$ cat src/hdl/pwm_timer_pkg.sv
// Constants, types and register map of the dual-slope PWM timer.
//
// Behaviour
// [RL1] Modes 1,2,3,10,11 count up then down.
// [RL2] Phase-correct TOP: fixed, capture, or compare A.
// [RL3] Counter holds TOP one tick, then reverses.
// [RL4] Non-inverting: clear rising match, set falling.
// [RL5] Action two non-inverted, three inverted PWM.
// [RL6] Phase-correct sets overflow flag at zero.
// [RL7] Phase-correct loads compares at TOP, sets source flag.
// [RL8] Compare flag set when count equals compare.
// [RL9] Fixed TOP masks high compare bits on write.
// [RL10] Software keeps TOP above every compare value.
// [RL11] Variable TOP spans 2 to 16 bits.
// [RL12] TOP change gives asymmetric phase-correct period.
// [RL13] Software prefers frequency-correct mode when changing TOP.
// [RL14] Compare zero low, compare TOP high, phase-correct.
// [RL15] Mode 11 action 1 toggles A, 50 percent.
// [RL16] Modes 8, 9: frequency-correct, capture or A TOP.
// [RL17] Frequency-correct loads compares and overflow at zero.
// [RL18] Frequency-correct sets TOP-source flag at TOP.
// [RL19] Frequency-correct: compare zero low, TOP high.
// [RL20] Prescaler divides 1,8,64,256,1024; period 2*N*TOP.
// [RL21] Pin shows output only with direction output.
// [RL22] Synchronous counter, prescaled tick is only an enable.
// [RL23] Reset direction is up; zero reverses like TOP.
package pwm_timer_pkg;

   // Byte offsets of the APB registers.
   localparam logic [7:0] OFS_CTRL = 8'h00;
   localparam logic [7:0] OFS_CMPA = 8'h04;
   localparam logic [7:0] OFS_CMPB = 8'h08;
   localparam logic [7:0] OFS_CAPTOP = 8'h0c;
   localparam logic [7:0] OFS_COUNT = 8'h10;
   localparam logic [7:0] OFS_FLAGS = 8'h14;

   // Flag bit positions in the flag register.
   localparam int FLG_OVF = 0;
   localparam int FLG_CMPA = 1;
   localparam int FLG_CMPB = 2;
   localparam int FLG_CAPT = 3;

   // Waveform modes handled by this block.
   localparam logic [3:0] MODE_PC8 = 4'h1;
   localparam logic [3:0] MODE_PC9 = 4'h2;
   localparam logic [3:0] MODE_PC10 = 4'h3;
   localparam logic [3:0] MODE_PFC_CAP = 4'h8;
   localparam logic [3:0] MODE_PFC_A = 4'h9;
   localparam logic [3:0] MODE_PC_CAP = 4'ha;
   localparam logic [3:0] MODE_PC_A = 4'hb;

   // Fixed TOP values of the 8-, 9- and 10-bit modes.
   localparam logic [15:0] TOP_8BIT = 16'h00ff;
   localparam logic [15:0] TOP_9BIT = 16'h01ff;
   localparam logic [15:0] TOP_10BIT = 16'h03ff;

   // Output action selector codes.
   localparam logic [1:0] ACT_OFF = 2'h0;
   localparam logic [1:0] ACT_TOGGLE = 2'h1;
   localparam logic [1:0] ACT_NONINV = 2'h2;
   localparam logic [1:0] ACT_INV = 2'h3;

   // Last prescaler count for each divider (divider minus one).
   localparam logic [9:0] DIV8_LAST = 10'h007;
   localparam logic [9:0] DIV64_LAST = 10'h03f;
   localparam logic [9:0] DIV256_LAST = 10'h0ff;
   localparam logic [9:0] DIV1024_LAST = 10'h3ff;

   // Values after reset.
   localparam logic [15:0] RST_WORD = 16'h0000;
   localparam logic [9:0] RST_PRESC = 10'h000;

   // Control register: direction bits, action selectors, prescaler, mode.
   typedef struct packed {
      logic pin_direction_bit_b;
      logic pin_direction_bit_a;
      logic [1:0] output_action_sel_b;
      logic [1:0] output_action_sel_a;
      logic spare;
      logic [2:0] clock_sel;
      logic [3:0] waveform_mode_sel;
   } ctrl_t;

   // Counting direction, one-hot.
   typedef enum logic [1:0] {
      DIR_UP = 2'b01,
      DIR_DOWN = 2'b10
   } dir_t;

endpackage : pwm_timer_pkg

$ cat src/hdl/dual_slope_pwm_timer16.sv
// Dual-slope 16-bit PWM timer with an APB register slave.
//
// Chosen here: the placing of the registers and the APB register port.
module dual_slope_pwm_timer16
   import pwm_timer_pkg::*;
(
   input wire logic CORE_CLK,
   input wire logic RST,
   input wire logic PSEL,
   input wire logic PENABLE,
   input wire logic PWRITE,
   input wire logic [7:0] PADDR,
   input wire logic [31:0] PWDATA,
   output logic [31:0] PRDATA,
   output logic PREADY,
   output logic PSLVERR,
   output logic COMPARE_A_OUTPUT,
   output logic COMPARE_A_OE,
   output logic COMPARE_B_OUTPUT,
   output logic COMPARE_B_OE
);

   ctrl_t ctrl_ff; // Control register.
   logic [15:0] captop_ff; // Capture/top register, not buffered.
   logic [15:0] cmp_buf_ff [2]; // Compare buffers written by software.
   logic [15:0] cmp_ff [2]; // Compare values in use.
   logic [15:0] count_ff; // Counter value.
   dir_t dir_ff; // Counting direction.
   logic [9:0] presc_ff; // Prescaler counter.
   logic [3:0] flags_ff; // Sticky event flags.
   logic [31:0] prdata_ff; // Read data captured in the setup cycle.
   logic [1:0] out_ff; // Compare output levels.
   logic [9:0] presc_last; // Last prescaler count of the chosen divider.
   logic tick; // Timer clock enable.
   logic dual; // A dual-slope mode is selected.
   logic pfc; // Phase-and-frequency-correct mode is selected.
   logic fixed_top; // A fixed 8/9/10-bit TOP is selected.
   logic [15:0] top; // TOP of the current mode.
   logic at_top; // Tick while the counter stands at TOP on the up slope.
   logic at_bottom; // Tick while the counter stands at zero.
   logic [1:0] match; // Per-channel compare match on a tick.
   logic wr_en; // APB write takes effect this cycle.
   logic setup; // APB setup cycle.
   logic mapped; // Address hits a register.
   logic [3:0] mode; // Shorthand for the mode field.

   assign mode = ctrl_ff.waveform_mode_sel;
   assign setup = PSEL && !PENABLE;
   assign wr_en = PSEL && PENABLE && PWRITE;
   assign PREADY = 1'b1;
   assign PRDATA = prdata_ff;

   // Address decode; every register is one aligned word.
   always_comb begin
      case (PADDR)
         OFS_CTRL, OFS_CMPA, OFS_CMPB, OFS_CAPTOP, OFS_COUNT, OFS_FLAGS: mapped = 1'b1;
         default: mapped = 1'b0;
      endcase
   end

   // Unmapped addresses answer with an error in the access phase.
   assign PSLVERR = PSEL && PENABLE && !mapped;

   // Mode decode.
   always_comb begin
      dual = 1'b1;
      pfc = 1'b0;
      fixed_top = 1'b0;
      top = captop_ff;
      case (mode)
         MODE_PC8: begin
            fixed_top = 1'b1; // RL2
            top = TOP_8BIT;
         end
         MODE_PC9: begin
            fixed_top = 1'b1; // RL2
            top = TOP_9BIT;
         end
         MODE_PC10: begin
            fixed_top = 1'b1; // RL2
            top = TOP_10BIT;
         end
         // Variable TOP may range from 0x0003 to 0xffff. RL11
         MODE_PC_CAP: top = captop_ff; // RL2
         MODE_PC_A: top = cmp_ff[0]; // RL2
         MODE_PFC_CAP: begin
            pfc = 1'b1; // RL16
            top = captop_ff;
         end
         MODE_PFC_A: begin
            pfc = 1'b1; // RL16
            top = cmp_ff[0];
         end
         // Other modes belong elsewhere; the counter stands still.
         default: dual = 1'b0;
      endcase
   end

   // Divider choice: 0 stops the timer, 1..5 divide by 1,8,64,256,1024.
   always_comb begin
      case (ctrl_ff.clock_sel)
         3'h2: presc_last = DIV8_LAST; // RL20
         3'h3: presc_last = DIV64_LAST; // RL20
         3'h4: presc_last = DIV256_LAST; // RL20
         3'h5: presc_last = DIV1024_LAST; // RL20
         default: presc_last = RST_PRESC;
      endcase
   end

   // The tick is a one-cycle enable on the core clock, never a clock. RL22
   assign tick = (ctrl_ff.clock_sel != 3'h0) && (ctrl_ff.clock_sel <= 3'h5)
                 && (presc_ff == presc_last); // RL20

   // Prescaler counter wraps at the last count of the divider.
   always_ff @(posedge CORE_CLK or posedge RST) begin
      if (RST) begin
         presc_ff <= RST_PRESC;
      end else if (presc_ff >= presc_last) begin
         presc_ff <= RST_PRESC;
      end else begin
         presc_ff <= presc_ff + 10'h001;
      end
   end

   // Events seen while the counter stands at a turning point.
   assign at_top = tick && dual && (dir_ff == DIR_UP) && (count_ff >= top);
   assign at_bottom = tick && dual && (count_ff == RST_WORD);

   // Up/down counter; each turning value lasts exactly one tick.
   always_ff @(posedge CORE_CLK or posedge RST) begin
      if (RST) begin
         count_ff <= RST_WORD;
         dir_ff <= DIR_UP; // RL23
      end else if (tick && dual) begin
         case (dir_ff)
            DIR_UP: begin
               if (count_ff >= top) begin
                  dir_ff <= DIR_DOWN; // RL1 RL3
                  count_ff <= count_ff - 16'h0001;
               end else begin
                  count_ff <= count_ff + 16'h0001; // RL1
               end
            end
            DIR_DOWN: begin
               if (count_ff == RST_WORD) begin
                  dir_ff <= DIR_UP; // RL23
                  count_ff <= count_ff + 16'h0001;
               end else begin
                  count_ff <= count_ff - 16'h0001; // RL1
               end
            end
            default: dir_ff <= DIR_UP;
         endcase
      end
   end

   // Control and capture/top registers written over APB.
   always_ff @(posedge CORE_CLK or posedge RST) begin
      if (RST) begin
         ctrl_ff <= '0;
         captop_ff <= RST_WORD;
      end else if (wr_en) begin
         if (PADDR == OFS_CTRL) begin
            ctrl_ff <= ctrl_t'(PWDATA[13:0]);
            ctrl_ff.spare <= 1'b0;
         end
         if (PADDR == OFS_CAPTOP) begin
            captop_ff <= PWDATA[15:0];
         end
      end
   end

   // Read data is captured in the setup cycle and shown in the access phase.
   always_ff @(posedge CORE_CLK or posedge RST) begin
      if (RST) begin
         prdata_ff <= 32'h0000_0000;
      end else if (setup && !PWRITE) begin
         case (PADDR)
            OFS_CTRL: prdata_ff <= {18'h00000, ctrl_ff};
            OFS_CMPA: prdata_ff <= {16'h0000, cmp_buf_ff[0]};
            OFS_CMPB: prdata_ff <= {16'h0000, cmp_buf_ff[1]};
            OFS_CAPTOP: prdata_ff <= {16'h0000, captop_ff};
            OFS_COUNT: prdata_ff <= {16'h0000, count_ff};
            OFS_FLAGS: prdata_ff <= {28'h0000000, flags_ff};
            default: prdata_ff <= 32'h0000_0000;
         endcase
      end
   end

   // Per-channel compare buffer, compare register, match and output.
   for (genvar i = 0; i < 2; i++) begin : g_chan
      logic [7:0] ofs; // Offset of this channel's compare register.
      logic [1:0] act; // Output action selector of this channel.
      logic rising; // Match counts as up slope; zero counts as up, TOP as down.
      logic [15:0] wmask; // Bits kept on a compare write.

      assign ofs = (i == 0) ? OFS_CMPA : OFS_CMPB;
      assign act = (i == 0) ? ctrl_ff.output_action_sel_a : ctrl_ff.output_action_sel_b;
      assign rising = (count_ff == RST_WORD) ||
                      ((dir_ff == DIR_UP) && (count_ff < top));
      assign wmask = fixed_top ? top : 16'hffff; // RL9

      // Writes go to the buffer, masked to the fixed resolution.
      always_ff @(posedge CORE_CLK or posedge RST) begin
         if (RST) begin
            cmp_buf_ff[i] <= RST_WORD;
         end else if (wr_en && (PADDR == ofs)) begin
            cmp_buf_ff[i] <= PWDATA[15:0] & wmask; // RL9
         end
      end

      // Buffer loads at TOP (phase correct) or zero (frequency correct).
      always_ff @(posedge CORE_CLK or posedge RST) begin
         if (RST) begin
            cmp_ff[i] <= RST_WORD;
         end else if (!dual) begin
            cmp_ff[i] <= cmp_buf_ff[i];
         end else if (!pfc && at_top) begin
            cmp_ff[i] <= cmp_buf_ff[i]; // RL7 RL12
         end else if (pfc && at_bottom) begin
            cmp_ff[i] <= cmp_buf_ff[i]; // RL17
         end
      end

      assign match[i] = tick && dual && (count_ff == cmp_ff[i]); // RL8

      // Output set/clear on match; a match at TOP acts as the down slope.
      always_ff @(posedge CORE_CLK or posedge RST) begin
         if (RST) begin
            out_ff[i] <= 1'b0;
         end else if (match[i]) begin
            case (act)
               ACT_NONINV: out_ff[i] <= !rising; // RL4 RL5 RL14 RL19
               ACT_INV: out_ff[i] <= rising; // RL4 RL5 RL14 RL19
               ACT_TOGGLE: begin
                  if (i == 0) begin
                     out_ff[i] <= !out_ff[i]; // RL15
                  end
               end
               default: out_ff[i] <= out_ff[i];
            endcase
         end
      end
   end

   // Sticky flags; a set in the same cycle as a write-one clear wins.
   always_ff @(posedge CORE_CLK or posedge RST) begin
      if (RST) begin
         flags_ff <= 4'h0;
      end else begin
         for (int b = 0; b < 4; b++) begin
            if (wr_en && (PADDR == OFS_FLAGS) && PWDATA[b]) begin
               flags_ff[b] <= 1'b0;
            end
         end
         if (at_bottom) begin
            flags_ff[FLG_OVF] <= 1'b1; // RL6 RL17
         end
         if (match[0] || (at_top && (mode == MODE_PC_A || mode == MODE_PFC_A))) begin
            flags_ff[FLG_CMPA] <= 1'b1; // RL7 RL8 RL18
         end
         if (match[1]) begin
            flags_ff[FLG_CMPB] <= 1'b1; // RL8
         end
         if (at_top && (mode == MODE_PC_CAP || mode == MODE_PFC_CAP)) begin
            flags_ff[FLG_CAPT] <= 1'b1; // RL7 RL18
         end
      end
   end

   // The pin carries the level only when its direction bit says output. RL21
   assign COMPARE_A_OUTPUT = out_ff[0];
   assign COMPARE_B_OUTPUT = out_ff[1];
   assign COMPARE_A_OE = ctrl_ff.pin_direction_bit_a && (ctrl_ff.output_action_sel_a != ACT_OFF);
   assign COMPARE_B_OE = ctrl_ff.pin_direction_bit_b &&
                         (ctrl_ff.output_action_sel_b != ACT_OFF) &&
                         (ctrl_ff.output_action_sel_b != ACT_TOGGLE);
endmodule : dual_slope_pwm_timer16

$ cat config.mk
export PLATFORM = sky130hd
export DESIGN_NAME = dual_slope_pwm_timer16
export DESIGN_NICKNAME = d
export VERILOG_FILES = /design/src/hdl/pwm_timer_pkg.sv /design/src/hdl/dual_slope_pwm_timer16.sv
export SDC_FILE = /design/constraint.sdc
export NUM_CORES = 1
export LEC_CHECK = 0
export BUFFER_PORTS_ARGS = -buffer_cell sky130_fd_sc_hd__buf_2
export CAP_MARGIN = 15
export CELL_PAD_IN_SITES_DETAIL_PLACEMENT = 0
export CELL_PAD_IN_SITES_GLOBAL_PLACEMENT = 1
export CORE_MARGIN = 2
export CORE_UTILIZATION = 45
export DETAILED_ROUTE_END_ITERATION = 10
export PLACE_DENSITY = 0.75
export SKIP_CTS_REPAIR_TIMING = 1
export SLEW_MARGIN = 20
export SYNTH_ARGS = -nofsm -noshare
export SYNTH_HDL_FRONTEND = slang
export SYNTH_SLANG_ARGS = --single-unit
$ cat constraint.sdc
create_clock -name CORE_CLK -period 13.1 [get_ports CORE_CLK]
set_clock_uncertainty 0.15 [all_clocks]
set_input_delay 1.965 -clock CORE_CLK [delete_from_list [all_inputs] [get_ports CORE_CLK]]
set_output_delay 1.965 -clock CORE_CLK [all_outputs]
set_load 0.05 [all_outputs]
### Word-level counts from Yosys, hierarchy flattened

Cells that the tools add are included.

* flip-flop bits (word level): 159
* input port bits: 45
* output and inout bits: 38
* logic and storage cells: 151

* $add $sub $neg: 3
* order comparisons: 4
* equal/unequal tests: 30
* mux-type cells: 31
* bitwise logic cells: 1
* reduce and logical (&&, ||, !) cells: 61

Operators with widths (number)
* 16-bit 2-to-1 mux: 9
* 16-bit case mux with 6 select lines: 1
* 16-bit case mux with 4 select lines: 1
* 10-bit case mux with 4 select lines: 1
* 16-bit == test: 2
* 16-bit case mux with 2 select lines: 1
* 1-bit logical AND: 28
* 16-bit by 1-bit adder with 16-bit output (second input constant): 1
* 16-bit bitwise AND: 1
* 4-bit == test (second input constant): 4
* 8-bit by 4-bit == test with 1-bit output (second input constant): 2
* 8-bit by 5-bit == test with 1-bit output (second input constant): 2
* 16-bit greater-or-equal comparator: 1
* 16-bit zero test: 1
* 16-bit less-than comparator: 1
* 2-bit nonzero test: 8
* 16-bit by 1-bit subtractor with 16-bit output (second input constant): 1
* 1-bit 2-to-1 mux: 12
* 10-bit by 1-bit adder with 10-bit output (second input constant): 1
* 10-bit == test: 1
* 2-bit == test (second input constant): 5
* 10-bit greater-or-equal comparator: 1
* 10-bit 2-to-1 mux: 1
* 2-bit AND reduction: 5
* 23 further kinds: 39

### Longest topological paths before layout

* word-level depth: 10
* gate-level depth with buffers: 15
* mapped depth without buffers: 12

### Worst setup path before layout

No wires, ideal clock.

* path type: input to output
* start point: in PADDR[5]
* end point: out PSLVERR
* arrival: 2.916 ns
* required time: 10.985 ns
* path slack: 8.069 ns
* cell stages on the path: 4
* path buffers: 0
* cells stage by stage: nor3_1 > nand2_1 > a21oi_1 > nor2_1

* longest elaborated chain between the ends: 5
* elaborated cells on any way between the ends: 10
* those cells by class: 5 x eq/ne; 1 x mux; 4 x reduce/logical

RTL lines
* start: declaration: RTL line dual_slope_pwm_timer16.sv:12 `input wire logic [7:0] PADDR,`
* 8-bit by 4-bit == test with 1-bit output, or another cell as far along: RTL line dual_slope_pwm_timer16.sv:55 `case (PADDR)`
* 6-bit OR reduction *: RTL line dual_slope_pwm_timer16.sv:55
* 1-bit 2-to-1 mux *: RTL line dual_slope_pwm_timer16.sv:55
* 1-bit zero test *: RTL line dual_slope_pwm_timer16.sv:62 `assign PSLVERR = PSEL && PENABLE && !mapped;`
* 1-bit logical AND *: RTL line dual_slope_pwm_timer16.sv:62
* end: declaration: RTL line dual_slope_pwm_timer16.sv:16 `output logic PSLVERR,`

Every way passes the cells marked *; elsewhere a longest branch is shown, timed or not.

### Worst setup path after layout

* start point: reg ctrl_ff, in the netlist mode[3]
* end point: reg cmp_ff[20] in the netlist's numbering

* longest elaborated chain between the ends: 9
* elaborated cells on any way between the ends: 24
* those cells by class: 1 x order compare; 8 x eq/ne; 5 x mux; 10 x reduce/logical

RTL lines
* start: declaration: RTL line dual_slope_pwm_timer16.sv:23 `ctrl_t ctrl_ff;`
* start signal: assignment: RTL line dual_slope_pwm_timer16.sv:164 `ctrl_ff <= ctrl_t'(PWDATA[13:0]);`
* parallel branches: the longest is 9 deep, another holds 16-bit greater-or-equal comparator
* end signal: indexed assignment: RTL line dual_slope_pwm_timer16.sv:217 `cmp_ff[i] <= cmp_buf_ff[i];`
* end signal: indexed assignment: RTL line dual_slope_pwm_timer16.sv:219 `cmp_ff[i] <= cmp_buf_ff[i];`
* end signal: indexed assignment: RTL line dual_slope_pwm_timer16.sv:221 `cmp_ff[i] <= cmp_buf_ff[i];`
* end: declaration: RTL line dual_slope_pwm_timer16.sv:26 `logic [15:0] cmp_ff [2];`

Parallel ways; which one is timed is not known.
A chain may end at the register's enable or synchronous reset.

==> results.sh <==
export IMPL_synthDominantCellAreaShare_pct=42.5
export IMPL_worst_slack_ps=7780
export IMPL_hold_viol=0
export IMPL_dieWidth_um=140
export IMPL_syn_inst=770
export IMPL_cts_htree_levels=4
export IMPL_grt_overflow_total=0
export IMPL_grt_pass1_vias=6255
export IMPL_synth_edf_count=0
export IMPL_worstSetupEndpointType="register"
export IMPL_finalPower_w=0.00104
export IMPL_tns_ps=0
export IMPL_seqPwrFrac_pct=43.5
export IMPL_numClockSinks=143
export IMPL_start_util_pct=46.2
export IMPL_vdd_drop_max_uv=83.7
export IMPL_grt_start_max_net_pins=81
export IMPL_clockRootBuffer="clkbuf_16"
export IMPL_power_leakage_nw=4.40
export IMPL_period_needed_ps=5320
export IMPL_powerDensity_nw_per_um2=114
export IMPL_dp_hpwl_mm=15.3
export IMPL_ys_flop_type="dfrtp_1"
export IMPL_yosysSeqAreaShare_pct=42.9
export IMPL_ant_nets=0
export IMPL_grtUsageTotal_pct=22.6
export IMPL_tightest_slew_ps=1080
export IMPL_netlist_area_um2=8350
export IMPL_cts_reportedPaths_clkPinSlew_ps=60
export IMPL_setup_violations=0
export IMPL_wl_met1_mm=9.42
export IMPL_place_congestion=0.875
export IMPL_syn_to_final_growth_pct=9.78
export IMPL_io_buffers=49
export IMPL_intPower_w=0.000781
export IMPL_dr_pass1_iters=6
export IMPL_ys_warn_count=0
export IMPL_postPlaceCellArea_um2=8540
export IMPL_diodes=0
export IMPL_status="complete, no violations"
export IMPL_maxCapViolCount=0
export IMPL_stdcell_area_um2=9170
export IMPL_rsz0062_at_grt="false"
export IMPL_num_vias=6065
export IMPL_crit_arrival_ps=5480
export IMPL_netSwitchingPower_w=0.000260
export IMPL_ios=83
export IMPL_dr_wl_met3_um=975
export IMPL_synthArstFlopShare_pct=100
export IMPL_row_count=49
export IMPL_postRouteWirelength_mm=21.3
export IMPL_yosys_register_bits=143
export IMPL_first_iter_violations=547
export IMPL_final_nets=876
export IMPL_crit_path_max_fanout=17
export IMPL_grt_first_pass_wirelength_mm=34.2
export IMPL_highest_layer="met4"
export IMPL_yosys_top_cells_area="dfrtp_1 43%, mux2_2 6.9%, mux2_4 5.4%"
export IMPL_coreArea_um2=18100
export IMPL_start_kind="register"
export IMPL_critPathKind="reg -> reg"
export IMPL_slew_headroom_pct=26.9
export IMPL_drive_above_1_share_pct=25.2
export IMPL_switching_share_pct=25.0
export IMPL_synth_cell_types=79
export IMPL_numCtsBuffers=17
export IMPL_cts_max_path_buffers=2
export IMPL_synth_top_area_cell="dfrtp_1"
export IMPL_place_ws_ps=7840
export IMPL_die_area_um2=19700
export IMPL_wl_per_cell_um=20.6
export IMPL_wl_met2_mm=10.4
export IMPL_period_share_pct=40.6
export IMPL_antenna_found_initial=0
export IMPL_fmax_ghz=0.188
export IMPL_via_per_inst=5.84
export IMPL_min_path_type="reg -> reg"
export IMPL_p_comb_share_pct=7.9
export IMPL_syn_avg_cell_area_um2=10.8
export IMPL_cp_data_required_time_ps=13260
export IMPL_cts_tree="yes"
export IMPL_n_fill_cell=1584
export IMPL_slew_violations=0
export IMPL_drc=0
export IMPL_chipHeight_um=140
export IMPL_clockPowerShare_pct=48.6
export IMPL_clk_latency_ps=430
-- cells by family after synthesis --
logic type	count (synthesis)	synth area share, %
mux	94	14.7
flops	143	42.9
simple gates	224	14.0
buf+inv	80	6.14
other cells	2	0.0899
compound gates	135	10.9
fa+ha+maj	35	5.24
xor+xnor	57	5.98
-- cell type report --
class / instances / area [µm²] / share of cell area (%)
clock buffers: 18 / 439 / 4.79
clock inverters: 14 / 180 / 1.96
multi-input cells: 562 / 4320 / 47.1
repair buffers: 55 / 294 / 3.21
flip-flops and latches: 143 / 3580 / 39.0
inverters: 17 / 68.8 / 0.750
well taps: 229 / 287 / 3.12
-- power groups by stage --
stage | Sequential [W] | Clock [W] | Combinational, W
3_5_place_dp | 0.000461 | 0 | 0.0000818
3_3_place_gp | 0.000461 | 0 | 0.0000800
4_1_cts | 0.000453 | 0.000514 | 0.0000822
5_1_grt | 0.000453 | 0.000534 | 0.0000902
6_report | 0.000453 | 0.000506 | 0.0000819
2_1_floorplan | 0.000459 | 0 | 0.0000695
-- worst paths after layout --
check                                from            to  slack [ps]  cells past startpoint
max in group asynchronous             RST  captop_ff[8]       10180                      3
worst min register to register  PRDATA[8]     PRDATA[8]         330                      2
min in group asynchronous             RST   presc_ff[4]        1470                      2
worst max register to register    mode[3]    cmp_ff[20]        7780                     14
worst min-delay path            PRDATA[8]     PRDATA[8]         330                      2
worst max-delay path              mode[3]    cmp_ff[20]        7780                     14
-- layout by cell type, fill, tap and decap left out, types with 4 or more instances in the layout --
cell type / synthesis / routed
a211oi_1: 9 / 9
or2_2: 9 / 9
dfrtp_1: 142 / 142
mux2_2: 51 / 51
a22oi_1: 20 / 20
inv_1: 17 / 16
nand2_1: 69 / 69
xor2_1: 27 / 27
a21o_1: 6 / 6
nand4_1: 13 / 13
and2_1: 6 / 6
a221oi_1: 7 / 7
mux2_4: 30 / 30
mux4_2: 6 / 6
xnor2_1: 30 / 30
nor3_1: 7 / 7
ha_1: 35 / 35
nand3_1: 17 / 16
mux2i_1: 7 / 7
nor2b_1: 10 / 10
inv_6: 0 / 4
buf_2: 3 / 49
a31oi_1: 6 / 6
o21ai_0: 38 / 38
buf_4: 20 / 5
clkbuf_16: 0 / 17
and3_1: 10 / 10
clkinv_4: 0 / 5
conb_1: 2 / 17
a21oi_1: 23 / 23
nor4_1: 8 / 8
nor2_1: 48 / 48
-- per-layer routing --
metal / up-vias / GRT usage [%]
met5: - / 0
met4: 0 / 7.87
met3: 40 / 3.73
met2: 186 / 37.4
met1: 3059 / 30.3
li1: 2780 / -
-- cells in the mapped netlist (3+ instances only) --
library cell / number
a211oi_1: 9
inv_1: 17
mux2i_1: 7
nor2b_1: 10
a21oi_1: 23
clkbuf_1: 21
mux2_2: 51
buf_4: 20
xnor2_1: 30
xor2_1: 27
buf_1: 4
dfrtp_1: 142
o21ai_0: 38
buf_12: 3
mux4_2: 6
and2_1: 6
mux2_4: 30
or2_2: 9
buf_2: 3
a21o_1: 6
a221oi_1: 7
nand4_1: 13
buf_6: 8
nand2_1: 69
a22oi_1: 20
a31oi_1: 6
nor2_1: 48
nor4_1: 8
nand3_1: 17
ha_1: 35
or4_1: 3
and3_1: 10
nor3_1: 7
-- critical path: stages (launching register included) --
cell and delay, ps:
dfrtp_1 640, inv_1 180, nor2_1 640, buf_4 320, nor2b_1 60, a211oi_1 190, ha_1 290, nor2b_1 140
o211ai_1 200, a2111oi_2 140, or4_4 570, a31o_1 260, a21oi_4 610, buf_4 460, mux2_4 340
-- registers in the layout, summed over array words and instances (netlist names) --
name,cells
count_ff,16
PRDATA,16
mode,4
COMPARE_B_OUTPUT,1
COMPARE_A_OUTPUT,1
g_chan.act,4
flags_ff,4
captop_ff,16
cmp_ff,32
cmp_buf_ff,32
presc_ff,10
ctrl_ff,5
dir_ff,2
-- through the flow --
step,cells,hold WS (ps),util (%)
6_report,1038,325,50.7
5_1_grt,1038,345,50.7
4_1_cts,1038,328,50.7
3_5_place_dp,1006,307,47.2
3_3_place_gp,1006,301,47.2
2_1_floorplan,785,287,-
(Power assumes the default switching activity.)
